==> config.mk <==
export PLATFORM = sky130hd
export DESIGN_NAME = accel_device_flat
export DESIGN_NICKNAME = d
export VERILOG_FILES = /design/src/design/accel_pkg.sv /design/src/design/accel_reg_if.sv /design/src/design/accel_device.sv /design/src/flat_wrapper.sv
export VERILOG_INCLUDE_DIRS = /design/src /design/src/design
export SDC_FILE = /design/constraint.sdc
export NUM_CORES = 1
export LEC_CHECK = 0
export ABC_CLOCK_PERIOD_IN_PS = 5510
export BUFFER_PORTS_ARGS = -buffer_cell sky130_fd_sc_hd__buf_2
export CAP_MARGIN = 20
export CORE_MARGIN = 2
export CORE_UTILIZATION = 50
export CTS_BUF_LIST = sky130_fd_sc_hd__clkbuf_4 sky130_fd_sc_hd__clkbuf_8 sky130_fd_sc_hd__clkbuf_16
export DETAILED_ROUTE_END_ITERATION = 10
export PLACE_DENSITY_LB_ADDON = 0.2
export SYNTH_ARGS = -nofsm -noshare
export SYNTH_HDL_FRONTEND = slang
export SYNTH_SLANG_ARGS = --single-unit
==> constraint.sdc <==
create_clock -name clk_sys_i -period 5.51 [get_ports clk_sys_i]
set_clock_uncertainty 0.2 [all_clocks]
set_input_delay 0 -clock clk_sys_i [delete_from_list [all_inputs] [get_ports clk_sys_i]]
set_output_delay 0 -clock clk_sys_i [all_outputs]
set_load 0.01 [all_outputs]
==> src/design/accel_cfg.svh <==
// offsets, field positions, reset values and timing counts of the sample readout
`ifndef ACCEL_CFG_SVH
`define ACCEL_CFG_SVH

`define ADDR_X_LOW        8'h02
`define ADDR_X_HIGH       8'h03
`define ADDR_Y_LOW        8'h04
`define ADDR_Y_HIGH       8'h05
`define ADDR_Z_LOW        8'h06
`define ADDR_Z_HIGH       8'h07
`define ADDR_HEAT         8'h08
`define ADDR_SPAN         8'h0F
`define ADDR_BW           8'h10
`define ADDR_POWER        8'h11
`define ADDR_STREAM       8'h13
`define ADDR_SELFTEST     8'h32

`define POWER_LP_EN_BIT   4
`define STREAM_RAW_BIT    7
`define STREAM_LOCKDIS_BIT 6
`define ST_SIGN_BIT       2
`define ST_AMP_BIT        4

`define SPAN_RESET        8'h03
`define BW_RESET          5'h0F
`define SPAN_2G           4'h3
`define SPAN_4G           4'h5
`define SPAN_8G           4'h8
`define SPAN_16G          4'hC
`define BW_MIN            5'h08
`define BW_MAX            5'h0F

`define CLK_PERIOD_PS     4000
`define TICK_PS           500000000
`define TICK_CYC          ((`TICK_PS + `CLK_PERIOD_PS - 1) / `CLK_PERIOD_PS)
`define WAKE_SETTLE_PS    1800000000
`define WAKE_SETTLE_CYC   ((`WAKE_SETTLE_PS + `CLK_PERIOD_PS - 1) / `CLK_PERIOD_PS)
`define ST_WAIT_MS        50
`define ST_WAIT_CYC       (`ST_WAIT_MS * (1000000000 / `CLK_PERIOD_PS))
`define ST_MIN_XY_LSB     12'd205
`define ST_MIN_Z_LSB      12'd103

`endif

==> src/design/accel_pkg.sv <==
// types shared by the sensor readout device and its host controller
package accel_pkg;
    typedef logic [2:0][11:0] axis_vec_t;
    typedef enum logic [1:0] {PWR_NORMAL, PWR_SETTLE, PWR_ACTIVE, PWR_SLEEP} pwr_state_t;
    typedef enum logic [3:0] {
        H_IDLE, H_CMD, H_SPAN, H_ST_ON, H_WAIT, H_RD_LO, H_RD_HI, H_RD_END,
        H_ST_OFF, H_WAIT_OFF, H_DONE
    } host_state_t;
endpackage : accel_pkg

==> src/design/accel_reg_if.sv <==
// register link between the host controller and the sensor device
`timescale 1ns/1ps
`default_nettype none
interface accel_reg_if;
    logic [7:0] reg_addr;
    logic [7:0] reg_wdata;
    logic       reg_wr;
    logic       reg_rd;
    logic [7:0] reg_rdata;
    modport dev  (input reg_addr, input reg_wdata, input reg_wr, input reg_rd, output reg_rdata);
    modport host (output reg_addr, output reg_wdata, output reg_wr, output reg_rd, input reg_rdata);
endinterface : accel_reg_if
`default_nettype wire

==> src/design/accel_device.sv <==
// sensor device: sample registers, locking, streams, power cycling, self-test controls
`timescale 1ns/1ps
`default_nettype none
`include "accel_cfg.svh"
module accel_device
    import accel_pkg::*;
#(
    parameter int unsigned TICK_CYC   = `TICK_CYC,
    parameter int unsigned SETTLE_CYC = `WAKE_SETTLE_CYC
) (
    input  wire logic      clk_sys_i,
    input  wire logic      rst_i,
    accel_reg_if.dev       bus,
    input  wire axis_vec_t raw_acc_i,
    input  wire axis_vec_t filt_acc_i,
    input  wire logic [7:0] heat_i,
    output logic           analog_pwr_o,
    output logic [1:0]     selftest_axis_o,
    output logic           selftest_sign_o,
    output logic           selftest_amp_o,
    output logic [3:0]     span_code_o,
    output logic           span_valid_o,
    output logic [4:0]     bw_eff_o
);
    ////////////////////////////////////////////////////////////////////////
    // configuration registers
    logic [7:0] span_q;
    logic [4:0] bw_q;
    logic [3:0] sleep_code_q;
    logic       lp_en_q;
    logic       raw_sel_q;
    logic       lock_dis_q;
    logic [1:0] st_axis_q;
    logic       st_sign_q;
    logic       st_amp_q;

    always_ff @(posedge clk_sys_i or posedge rst_i) begin
        if (rst_i) begin
            span_q       <= `SPAN_RESET;
            bw_q         <= `BW_RESET;
            sleep_code_q <= 4'h0;
            lp_en_q      <= 1'b0;
            raw_sel_q    <= 1'b0;
            lock_dis_q   <= 1'b0;
            st_axis_q    <= 2'h0;
            st_sign_q    <= 1'b0;
            st_amp_q     <= 1'b0;
        end else if (bus.reg_wr) begin
            case (bus.reg_addr)
                `ADDR_SPAN: span_q <= bus.reg_wdata;
                `ADDR_BW:   bw_q   <= bus.reg_wdata[4:0];
                `ADDR_POWER: begin
                    sleep_code_q <= bus.reg_wdata[3:0];
                    lp_en_q      <= bus.reg_wdata[`POWER_LP_EN_BIT];
                end
                `ADDR_STREAM: begin
                    raw_sel_q  <= bus.reg_wdata[`STREAM_RAW_BIT];
                    lock_dis_q <= bus.reg_wdata[`STREAM_LOCKDIS_BIT];
                end
                `ADDR_SELFTEST: begin
                    st_axis_q <= bus.reg_wdata[1:0];
                    st_sign_q <= bus.reg_wdata[`ST_SIGN_BIT];
                    st_amp_q  <= bus.reg_wdata[`ST_AMP_BIT];
                end
                default: ;
            endcase
        end
    end

    assign selftest_axis_o = st_axis_q;
    assign selftest_sign_o = st_sign_q;
    assign selftest_amp_o  = st_amp_q;
    assign span_code_o     = span_q[3:0];
    assign span_valid_o = (span_q[3:0] == `SPAN_2G) || (span_q[3:0] == `SPAN_4G) ||
                          (span_q[3:0] == `SPAN_8G) || (span_q[3:0] == `SPAN_16G);
    assign bw_eff_o = bw_q[4] ? `BW_MAX : (bw_q[3] ? bw_q : `BW_MIN);

    ////////////////////////////////////////////////////////////////////////
    // 0.5 ms timebase, free running on the device clock only
    logic [31:0] tb_cnt_q;
    logic        tick;
    assign tick = (tb_cnt_q == TICK_CYC - 1);
    always_ff @(posedge clk_sys_i or posedge rst_i) begin
        if (rst_i) tb_cnt_q <= 32'h0;
        else if (tick) tb_cnt_q <= 32'h0;
        else tb_cnt_q <= tb_cnt_q + 32'h1;
    end

    // sleep length in timebase ticks; low codes all collapse to one tick
    function automatic logic [11:0] sleep_ticks(input logic [3:0] code);
        case (code)
            4'h6:    sleep_ticks = 12'd2;
            4'h7:    sleep_ticks = 12'd4;
            4'h8:    sleep_ticks = 12'd8;
            4'h9:    sleep_ticks = 12'd12;
            4'hA:    sleep_ticks = 12'd20;
            4'hB:    sleep_ticks = 12'd50;
            4'hC:    sleep_ticks = 12'd100;
            4'hD:    sleep_ticks = 12'd200;
            4'hE:    sleep_ticks = 12'd1000;
            4'hF:    sleep_ticks = 12'd2000;
            default: sleep_ticks = 12'd1;
        endcase
    endfunction : sleep_ticks

    ////////////////////////////////////////////////////////////////////////
    // periodic power cycling
    pwr_state_t  pwr_q;
    logic [11:0] sleep_cnt_q;
    logic [31:0] settle_cnt_q;
    logic        accept;

    assign accept = tick && (pwr_q == PWR_NORMAL || pwr_q == PWR_ACTIVE);

    always_ff @(posedge clk_sys_i or posedge rst_i) begin
        if (rst_i) begin
            pwr_q        <= PWR_NORMAL;
            sleep_cnt_q  <= 12'h0;
            settle_cnt_q <= 32'h0;
        end else begin
            case (pwr_q)
                PWR_NORMAL: if (lp_en_q) pwr_q <= PWR_ACTIVE;
                PWR_ACTIVE: begin
                    if (!lp_en_q) begin
                        pwr_q <= PWR_NORMAL;
                    end else if (tick) begin
                        pwr_q       <= PWR_SLEEP;
                        sleep_cnt_q <= sleep_ticks(sleep_code_q);
                    end
                end
                PWR_SLEEP: begin
                    if (!lp_en_q || (tick && sleep_cnt_q == 12'd1)) begin
                        pwr_q        <= PWR_SETTLE;
                        settle_cnt_q <= 32'h0;
                    end else if (tick) begin
                        sleep_cnt_q <= sleep_cnt_q - 12'd1;
                    end
                end
                PWR_SETTLE: begin
                    if (settle_cnt_q == SETTLE_CYC - 1) pwr_q <= lp_en_q ? PWR_ACTIVE : PWR_NORMAL;
                    else settle_cnt_q <= settle_cnt_q + 32'h1;
                end
                default: pwr_q <= PWR_NORMAL;
            endcase
        end
    end

    assign analog_pwr_o = (pwr_q != PWR_SLEEP);

    ////////////////////////////////////////////////////////////////////////
    // stream selection: filtered updates every 2^(15-code) ticks
    logic [6:0] ftick_q;
    logic [2:0] fshift;
    logic [6:0] fmask;
    logic       upd;

    always_ff @(posedge clk_sys_i or posedge rst_i) begin
        if (rst_i) ftick_q <= 7'h0;
        else if (tick) ftick_q <= ftick_q + 7'h1;
    end

    assign fshift = 3'(`BW_MAX - bw_eff_o);
    assign fmask  = 7'((8'h01 << fshift) - 8'h01);
    assign upd = accept && (raw_sel_q || ((ftick_q & fmask) == 7'h0));

    ////////////////////////////////////////////////////////////////////////
    // sample registers with high-byte lock and fresh flags
    logic [2:0][11:0] data_q;
    logic [2:0][7:0]  high_q;
    logic [2:0]       lock_q;
    logic [2:0]       fresh_q;
    logic [7:0]       heat_q;
    logic [2:0]       rd_lo;
    logic [2:0]       rd_hi;
    axis_vec_t        src;

    assign src = raw_sel_q ? raw_acc_i : filt_acc_i;

    always_comb begin
        for (int a = 0; a < 3; a++) begin
            rd_lo[a] = bus.reg_rd && (bus.reg_addr == `ADDR_X_LOW + 8'(2 * a));
            rd_hi[a] = bus.reg_rd && (bus.reg_addr == `ADDR_X_HIGH + 8'(2 * a));
        end
    end

    always_ff @(posedge clk_sys_i or posedge rst_i) begin
        if (rst_i) begin
            data_q  <= '0;
            high_q  <= '0;
            lock_q  <= 3'h0;
            fresh_q <= 3'h0;
            heat_q  <= 8'h00;
        end else begin
            if (upd) heat_q <= heat_i;
            for (int a = 0; a < 3; a++) begin
                if (upd) data_q[a] <= src[a];
                // upper half also held in the low-read cycle, unless locking is disabled, so both halves match
                if (upd && (lock_dis_q || !(lock_q[a] || rd_lo[a]))) high_q[a] <= src[a][11:4];
                if (rd_hi[a] || lock_dis_q) lock_q[a] <= 1'b0;
                else if (rd_lo[a]) lock_q[a] <= 1'b1;
                // a new sample in the read cycle keeps the flag set
                if (upd) fresh_q[a] <= 1'b1;
                else if (rd_lo[a] || rd_hi[a]) fresh_q[a] <= 1'b0;
            end
        end
    end

    ////////////////////////////////////////////////////////////////////////
    // read port: data one cycle after the strobe, unmapped reads zero
    logic [7:0] rdata_q;
    always_ff @(posedge clk_sys_i or posedge rst_i) begin
        if (rst_i) begin
            rdata_q <= 8'h00;
        end else if (bus.reg_rd) begin
            case (bus.reg_addr)
                `ADDR_X_LOW:    rdata_q <= {data_q[0][3:0], 3'b000, fresh_q[0]};
                `ADDR_Y_LOW:    rdata_q <= {data_q[1][3:0], 3'b000, fresh_q[1]};
                `ADDR_Z_LOW:    rdata_q <= {data_q[2][3:0], 3'b000, fresh_q[2]};
                `ADDR_X_HIGH:   rdata_q <= high_q[0];
                `ADDR_Y_HIGH:   rdata_q <= high_q[1];
                `ADDR_Z_HIGH:   rdata_q <= high_q[2];
                `ADDR_HEAT:     rdata_q <= heat_q;
                `ADDR_SPAN:     rdata_q <= span_q;
                `ADDR_BW:       rdata_q <= {3'b000, bw_q};
                `ADDR_POWER:    rdata_q <= {3'b000, lp_en_q, sleep_code_q};
                `ADDR_STREAM:   rdata_q <= {raw_sel_q, lock_dis_q, 6'h00};
                `ADDR_SELFTEST: rdata_q <= {3'b000, st_amp_q, 1'b0, st_sign_q, st_axis_q};
                default:        rdata_q <= 8'h00;
            endcase
        end else begin
            rdata_q <= 8'h00;
        end
    end
    assign bus.reg_rdata = rdata_q;

endmodule : accel_device
`default_nettype wire

==> src/flat_wrapper.sv <==
// flat-port wrapper written by rule: the top's interface ports become plain ports
module accel_device_flat import accel_pkg::*;
#(
    parameter int unsigned TICK_CYC   = `TICK_CYC,
    parameter int unsigned SETTLE_CYC = `WAKE_SETTLE_CYC
)
  (clk_sys_i, rst_i, raw_acc_i, filt_acc_i, heat_i, analog_pwr_o, selftest_axis_o, selftest_sign_o, selftest_amp_o, span_code_o, span_valid_o, bw_eff_o, bus_reg_addr, bus_reg_wdata, bus_reg_wr, bus_reg_rd, bus_reg_rdata);
  accel_reg_if bus_i ();
  input  wire logic clk_sys_i;
  input  wire logic rst_i;
  input  wire axis_vec_t raw_acc_i;
  input  wire axis_vec_t filt_acc_i;
  input  wire logic [7:0] heat_i;
  output logic analog_pwr_o;
  output logic [1:0] selftest_axis_o;
  output logic selftest_sign_o;
  output logic selftest_amp_o;
  output logic [3:0] span_code_o;
  output logic span_valid_o;
  output logic [4:0] bw_eff_o;
  input wire logic [$bits(bus_i.reg_addr)-1:0] bus_reg_addr;
  input wire logic [$bits(bus_i.reg_wdata)-1:0] bus_reg_wdata;
  input wire logic [$bits(bus_i.reg_wr)-1:0] bus_reg_wr;
  input wire logic [$bits(bus_i.reg_rd)-1:0] bus_reg_rd;
  output wire logic [$bits(bus_i.reg_rdata)-1:0] bus_reg_rdata;
  assign bus_i.reg_addr = bus_reg_addr;
  assign bus_i.reg_wdata = bus_reg_wdata;
  assign bus_i.reg_wr = bus_reg_wr;
  assign bus_i.reg_rd = bus_reg_rd;
  assign bus_reg_rdata = bus_i.reg_rdata;
  accel_device #(.TICK_CYC(TICK_CYC), .SETTLE_CYC(SETTLE_CYC)) u_core (.clk_sys_i(clk_sys_i), .rst_i(rst_i), .bus(bus_i), .raw_acc_i(raw_acc_i), .filt_acc_i(filt_acc_i), .heat_i(heat_i), .analog_pwr_o(analog_pwr_o), .selftest_axis_o(selftest_axis_o), .selftest_sign_o(selftest_sign_o), .selftest_amp_o(selftest_amp_o), .span_code_o(span_code_o), .span_valid_o(span_valid_o), .bw_eff_o(bw_eff_o));
endmodule
Word-level counts from Yosys, hierarchy flattened

Memories as Yosys holds them, arrays and structs flattened.
Index checks and enable logic that the tools add are counted.

Register bits: 167
Bits in latches: 0
Memory bits (writable): 0
Memory bits (read-only): 176
Input port bits: 100
Output and inout port bits: 23
Word-level logic and storage cells: 154
Memories kept: 1

$add $sub $neg: 6
Multiply operators: 0
Divide/modulo/power cells: 0
Order comparisons: 0
Eq/ne operators: 32
Shift operators: 1
Multiplexer cells: 33
Bitwise logic cells: 1
Reductions and logical operators: 52

Memories:

| memory          | depth | bits a word | rd ports | clocked after Yosys merged registers in | wr ports | line               | source |
|---|---|---|---|---|---|---|---|
| (no name shown) | 16    | 11          | 1        | 0                                       | 0        | accel_device.sv:91 | `case (code)` |

Operator list:

| kind                    | number |
|---|---|
| $mux W32                | 3 |
| $pmux W8 S12            | 1 |
| $add A32 B1 Y32 const B | 2 |
| $pmux W32 S2            | 1 |
| $mux W12                | 4 |
| $mux W36                | 1 |
| $eq A32 B17 Y1 const B  | 1 |
| $eq A32 B19 Y1 const B  | 1 |
| $eq A8 B3 Y1 const B    | 4 |
| $eq A8 B5 Y1 const B    | 3 |
| $pmux W12 S2            | 1 |
| $logic_or A1 B1 Y1      | 18 |
| $eq A8 B2 Y1 const B    | 2 |
| $eq A8 B4 Y1 const B    | 2 |
| $reduce_bool A2 Y1      | 8 |
| $eq A12 B1 Y1 const B   | 1 |
| $logic_and A1 B1 Y1     | 12 |
| $mux W1                 | 12 |
| $mux W2                 | 6 |
| $ne A2 B1 Y1 const B    | 6 |
| $sub A12 B1 Y12 const B | 1 |
| $reduce_and A2 Y1       | 5 |
| $eq A4 B4 Y1 const B    | 2 |
| $eq A8 B6 Y1 const B    | 1 |
| other kinds (20)        | 27 |

Depth between registers and ports, before layout

Depth in word-level cells: 10
Gate-level depth with buffers: 12
Gate-level depth less buffers: 9

Worst setup path before layout

OpenSTA, ideal clock, no wires.

Kind: register -> register
From: register u_core.bw_q[2]
To: register u_core.high_q[10] (netlist bit)
Arrival: 2.873 ns
Required time: 5.185 ns
Slack: 2.312 ns
Cell stages (with the launch flop): 11
Buffers on the path: 2
Period minus slack after synthesis: 3.198 ns
Cell sequence: dfstp_2 > clkbuf_1 > a21o_1 > nand3b_1 > ha_1 > or4b_1 > and4_4 > and3_4 > buf_6 > o221ai_4 > mux2_2

Word-level cells in the longest chain between the ends: 10

Ends and longest elaborated chain:

| item                           | line                | source |
|---|---|---|
| start: declaration             | accel_device.sv:28  | `logic [4:0] bw_q;` |
| start signal: assignment       | accel_device.sv:40  | `` bw_q <= `BW_RESET; `` |
| start signal: assignment       | accel_device.sv:51  | `` `ADDR_BW: bw_q <= bus.reg_wdata[4:0]; `` |
| $mux W3 (no source line)       | --                  |  |
| $mux W3                        | accel_device.sv:76  | `` assign bw_eff_o = bw_q[4] ? `BW_MAX : (bw_q[3] ? bw_q : `BW_MIN); `` |
| named net bw_eff_o[2]          | flat_wrapper.sv:20  | `output logic [4:0] bw_eff_o;` |
| $sub A3 B3 Y3 (no source line) | --                  |  |
| $shl A1 B3 Y7                  | accel_device.sv:163 | `assign fmask = 7'((8'h01 << fshift) - 8'h01);` |
| $sub A7 B1 Y7                  | accel_device.sv:163 |  |
| $and A7 B7 Y7                  | accel_device.sv:164 | `assign upd = accept && (raw_sel_q \|\| ((ftick_q & fmask) == 7'h0));` |
| $logic_not A7 Y1               | accel_device.sv:164 |  |
| $logic_or A1 B1 Y1             | accel_device.sv:164 |  |
| $logic_and A1 B1 Y1            | accel_device.sv:164 |  |
| $logic_and A1 B1 Y1            | accel_device.sv:198 | `if (upd && (lock_dis_q \|\| !(lock_q[a] \|\| rd_lo[a]))) high_q[a] <= src[a][11:4];` |
| end signal: indexed assignment | accel_device.sv:198 |  |
| end: declaration               | accel_device.sv:169 | `logic [2:0][7:0] high_q;` |

The timed path passes the listed nets, and every way through them passes these cells.
A chain may end at the register's enable or synchronous reset.

Worst setup path in the final report

From: register u_core.tb_cnt_q[3]
To: register u_core.data_q[13] (netlist bit)

Word-level cells in the longest chain between the ends: 3

Ends and longest elaborated chain:

| item                           | line                | source |
|---|---|---|
| start: declaration             | accel_device.sv:80  | `logic [31:0] tb_cnt_q;` |
| start signal: assignment       | accel_device.sv:86  | `else tb_cnt_q <= tb_cnt_q + 32'h1;` |
| $eq A32 B17 Y1                 | accel_device.sv:82  | `assign tick = (tb_cnt_q == TICK_CYC - 1);` |
| $logic_and A1 B1 Y1            | accel_device.sv:113 | `assign accept = tick && (pwr_q == PWR_NORMAL \|\| pwr_q == PWR_ACTIVE);` |
| $logic_and A1 B1 Y1            | accel_device.sv:164 |  |
| end signal: indexed assignment | accel_device.sv:196 | `if (upd) data_q[a] <= src[a];` |
| end: declaration               | accel_device.sv:168 | `logic [2:0][11:0] data_q;` |

No other way between the ends.

==> results.txt <==
GRT overflow: 0
hold path cells: 3
Hold Startpoint: heat_i[5]
area of the multi-input gates: 0.004566 mm^2
worst-case clock buffer depth: 2
Slew HR: 0.2512
CTS tree: built
antenna diode count: 0
Flop pwr share: 0.462
Pwr Density: 239.0 mW/mm^2
IO buf count: 120
Core ar.: 0.01784 mm^2
Post-route DRC: 0
largest net degree at the start of global routing: 63
R2R setup slack: 2010 ps
Tmin final: 3497 ps
all-layer global routing usage: 0.2546
P_leak: 0.005161 uW
Total Wirelength: 24.14 mm
post-synth top area share: 0.4449
number of global-route vias before repair: 7,927
chip height: 138.6 um
wire per inst: 18.08 um
placed insts: 1,199
gpl congestion: 0.8714
Hold WS: 138.7 ps
sequential share of the synthesized area: 0.4623
total CTS buffers: 17
Yosys cell types: 73
final instance area: 0.01142 mm^2
Post-Syn Instances: 892
sequential cell area: 0.004187 mm^2
switching share of power: 0.2356
TNS Setup: 0 ps
Synth area leader: dfrtp_1
Area Overhead vs Synth: 26.14%
initial antenna violation count: 0
H-tree levels: 4
R2R cell count: 8
Syn Std Cell Area: 0.009055 mm^2
DRT antenna net count: 0
Placed Area: 0.009761 mm^2
Syn Area/Cell: 10.15 um^2
Layout Nets: 1,202
Final Hold Viols: 0
crit start category: flip-flop
Worst R2R Start: u_core.tb_cnt_q[3]$_DFF_PP0_
DPL Wire Length: 15.91 mm
Skew-Pair Late Insertion Delay: 430 ps
FF-to-FF End: u_core.data_q[13]$_DFFE_PP0P_
Starting DRT DRC Count: 518
Initial DRT Pass Iterations: 5
maximum fanout along the worst path: 16
Finished Layout Cells: 1,335
die area: 0.01920 mm^2
CP Class: flip-flop to flip-flop
Worst VDD drop: 221.0 uV
Worst Max-Slew Pin Slew: 1115 ps
Tcrit/Tclk final: 0.6347
first-pass GRT wire length: 39.71 mm
total number of vias: 7,840
count leader, synth: dfrtp_1
clk slew on worst S/H paths: 70 ps
main area contributors after synthesis: dfrtp_1 (44%), mux2_2 (9.8%), nor2_1 (3.1%), xnor2_1 (3.0%), nand2_1 (2.9%)
Clock Power Share: 0.465
Commonest cells post-synth: dfrtp_1 (161), mux2_2 (79), nor2_1 (75), nand2_1 (71)
FMAX: 285.9 MHz
Synthesis Warnings: 0
CTS sink cnt: 167
Hold/Removal Path Class: input pin to flip-flop
CP arrival: 3610 ps
cell internal pwr: 2086 uW
number of synthesized flops with an enable pin: 0
Ports: 123
Root Buffer Master: clkbuf_16
outcome: complete, no violations
Via density: 5.873
row count: 49
number of fill cells: 1,375
endpoints failing setup: 0
Starting Density: 0.5075
RSZ-0062 raised after global routing: false
Main synth FF type: dfrtp_1
Resize count post-CTS: 0
fraction of layout cells with a size suffix above 1: 0.2441
required time worst endpoint: 5620 ps
DIE WIDTH: 138.6 um
Max-cap violations: 0
Comb power frac: 0.074
Max Slew Vio Count: 0
CP Capture Type: flip-flop
Mapped Nets: 1,001
Sw Pwr: 643.2 uW
Post-synth ARST share: 1.000
Min-Delay Endpoint: u_core.heat_q[5]$_DFFE_PP0P_
Seq cells post-synth: 167
## repair_timing
item / 4_1_cts / 5_1_grt
buffers inserted: 0 / 0
hold endpoints to repair: 133 / 0
hold buffers: 103 / 0
## worst max-delay path: stages (launching register included)
cell and delay [ps]:
dfrtp_1 440, nor4_1 350, nand4_1 360, nor3_4 220, buf_4 320, nand4_1 510, o22ai_1 310, a21oi_1 110
dlygate4sd3_1 570
## area by class of cell
class,count,share of cell area
timing repair buffer,231,0.1479
sequential,167,0.3665
multi-input combinational,659,0.3997
inverter,17,0.006025
clock buffer,18,0.03845
tap,229,0.02508
clock inverter,14,0.01632
## routing by layer
| layer | track usage | part of all wire | vias up |
|---|---|---|---|
| li1 | - | - | 3663 |
| met1 | 0.3404 | 0.43 | 3813 |
| met2 | 0.4067 | 0.47 | 308 |
| met3 | 0.06595 | 0.069 | 56 |
| met4 | 0.08593 | 0.027 | 0 |
| met5 | 0 | 0 | - |
## layout by cell type, fill, tap and decap left out, types with 9 or more instances in the layout
cell	n
dfrtp_1	161
buf_2	120
dlygate4sd3_1	103
mux2_2	79
nor2_1	75
nand2_1	71
o21ai_0	43
a21oi_1	43
xnor2_1	31
nand3_1	30
xor2_1	26
nor3_1	24
o22ai_1	19
nand4_1	18
and3_1	17
clkbuf_16	17
inv_1	16
nor4_1	12
a31oi_1	12
mux2i_1	9
ha_1	9
## state kept, by name (all words and copies together), names as in the netlist, 3 cells and up
| register | flops |
|---|---|
| u_core.bus.reg_rdata | 8 |
| u_core.bw_q | 5 |
| u_core.data_q | 12 |
| u_core.fresh_q | 3 |
| u_core.ftick_q | 7 |
| u_core.heat_q | 8 |
| u_core.high_q | 24 |
| u_core.lock_q | 3 |
| u_core.settle_cnt_q | 32 |
| u_core.sleep_cnt_q | 12 |
| u_core.sleep_code_q | 4 |
| u_core.span_q | 8 |
| u_core.tb_cnt_q | 32 |
## power groups by stage
stage	sequential (uW)	clock, uW	combinational [uW]
after floorplan	1270	0	91.2
after global placement	1280	0	146
after detailed placement	1280	0	147
after CTS	1260	1280	197
after global routing	1260	1330	221
final	1260	1270	201
## through the flow
| stage | power, uW | setup slack (ps) | utilization |
|---|---|---|---|
| 6_report | 2730 | 2013 | 0.6402 |
| 4_1_cts | 2739 | 2095 | 0.6399 |
| 5_1_grt | 2816 | 1853 | 0.6402 |
| 2_1_floorplan | 1363 | 801.5 | - |
| 3_3_place_gp | 1428 | 2268 | 0.5471 |
| 3_5_place_dp | 1429 | 2189 | 0.5471 |
## worst max path at each step
stage          slack [ps]  depth (start not counted)                     startpoint                                 to
4_1_cts              2100                          8   u_core.tb_cnt_q[3]$_DFF_PP0_       u_core.data_q[1]$_DFFE_PP0P_
6_report             2010                          8   u_core.tb_cnt_q[3]$_DFF_PP0_      u_core.data_q[13]$_DFFE_PP0P_
3_5_place_dp         2190                          9     u_core.bw_q[4]$_DFFE_PP0P_       u_core.heat_q[6]$_DFFE_PP0P_
2_1_floorplan         800                          1                          rst_i  u_core.bus.reg_rdata[0]$_DFF_PP0_
3_3_place_gp         2270                          9     u_core.bw_q[2]$_DFFE_PP1P_       u_core.heat_q[6]$_DFFE_PP0P_
5_1_grt              1850                          8  u_core.tb_cnt_q[17]$_DFF_PP0_      u_core.data_q[25]$_DFFE_PP0P_
## kinds of logic after synthesis
logic type                 count (synthesis)  synth area share
muxes                                     95            0.1198
buffers and inverters                     66           0.03344
other                                      2         0.0008294
xor gates and xnor gates                  57           0.05513
AOI/OAI and AO/OA                        184            0.1354
adders and majority gates                  9           0.01244
DFF                                      167            0.4623
and+or+nand+nor                          312            0.1806
No activity file was read; power rests on OpenSTA's default activity.
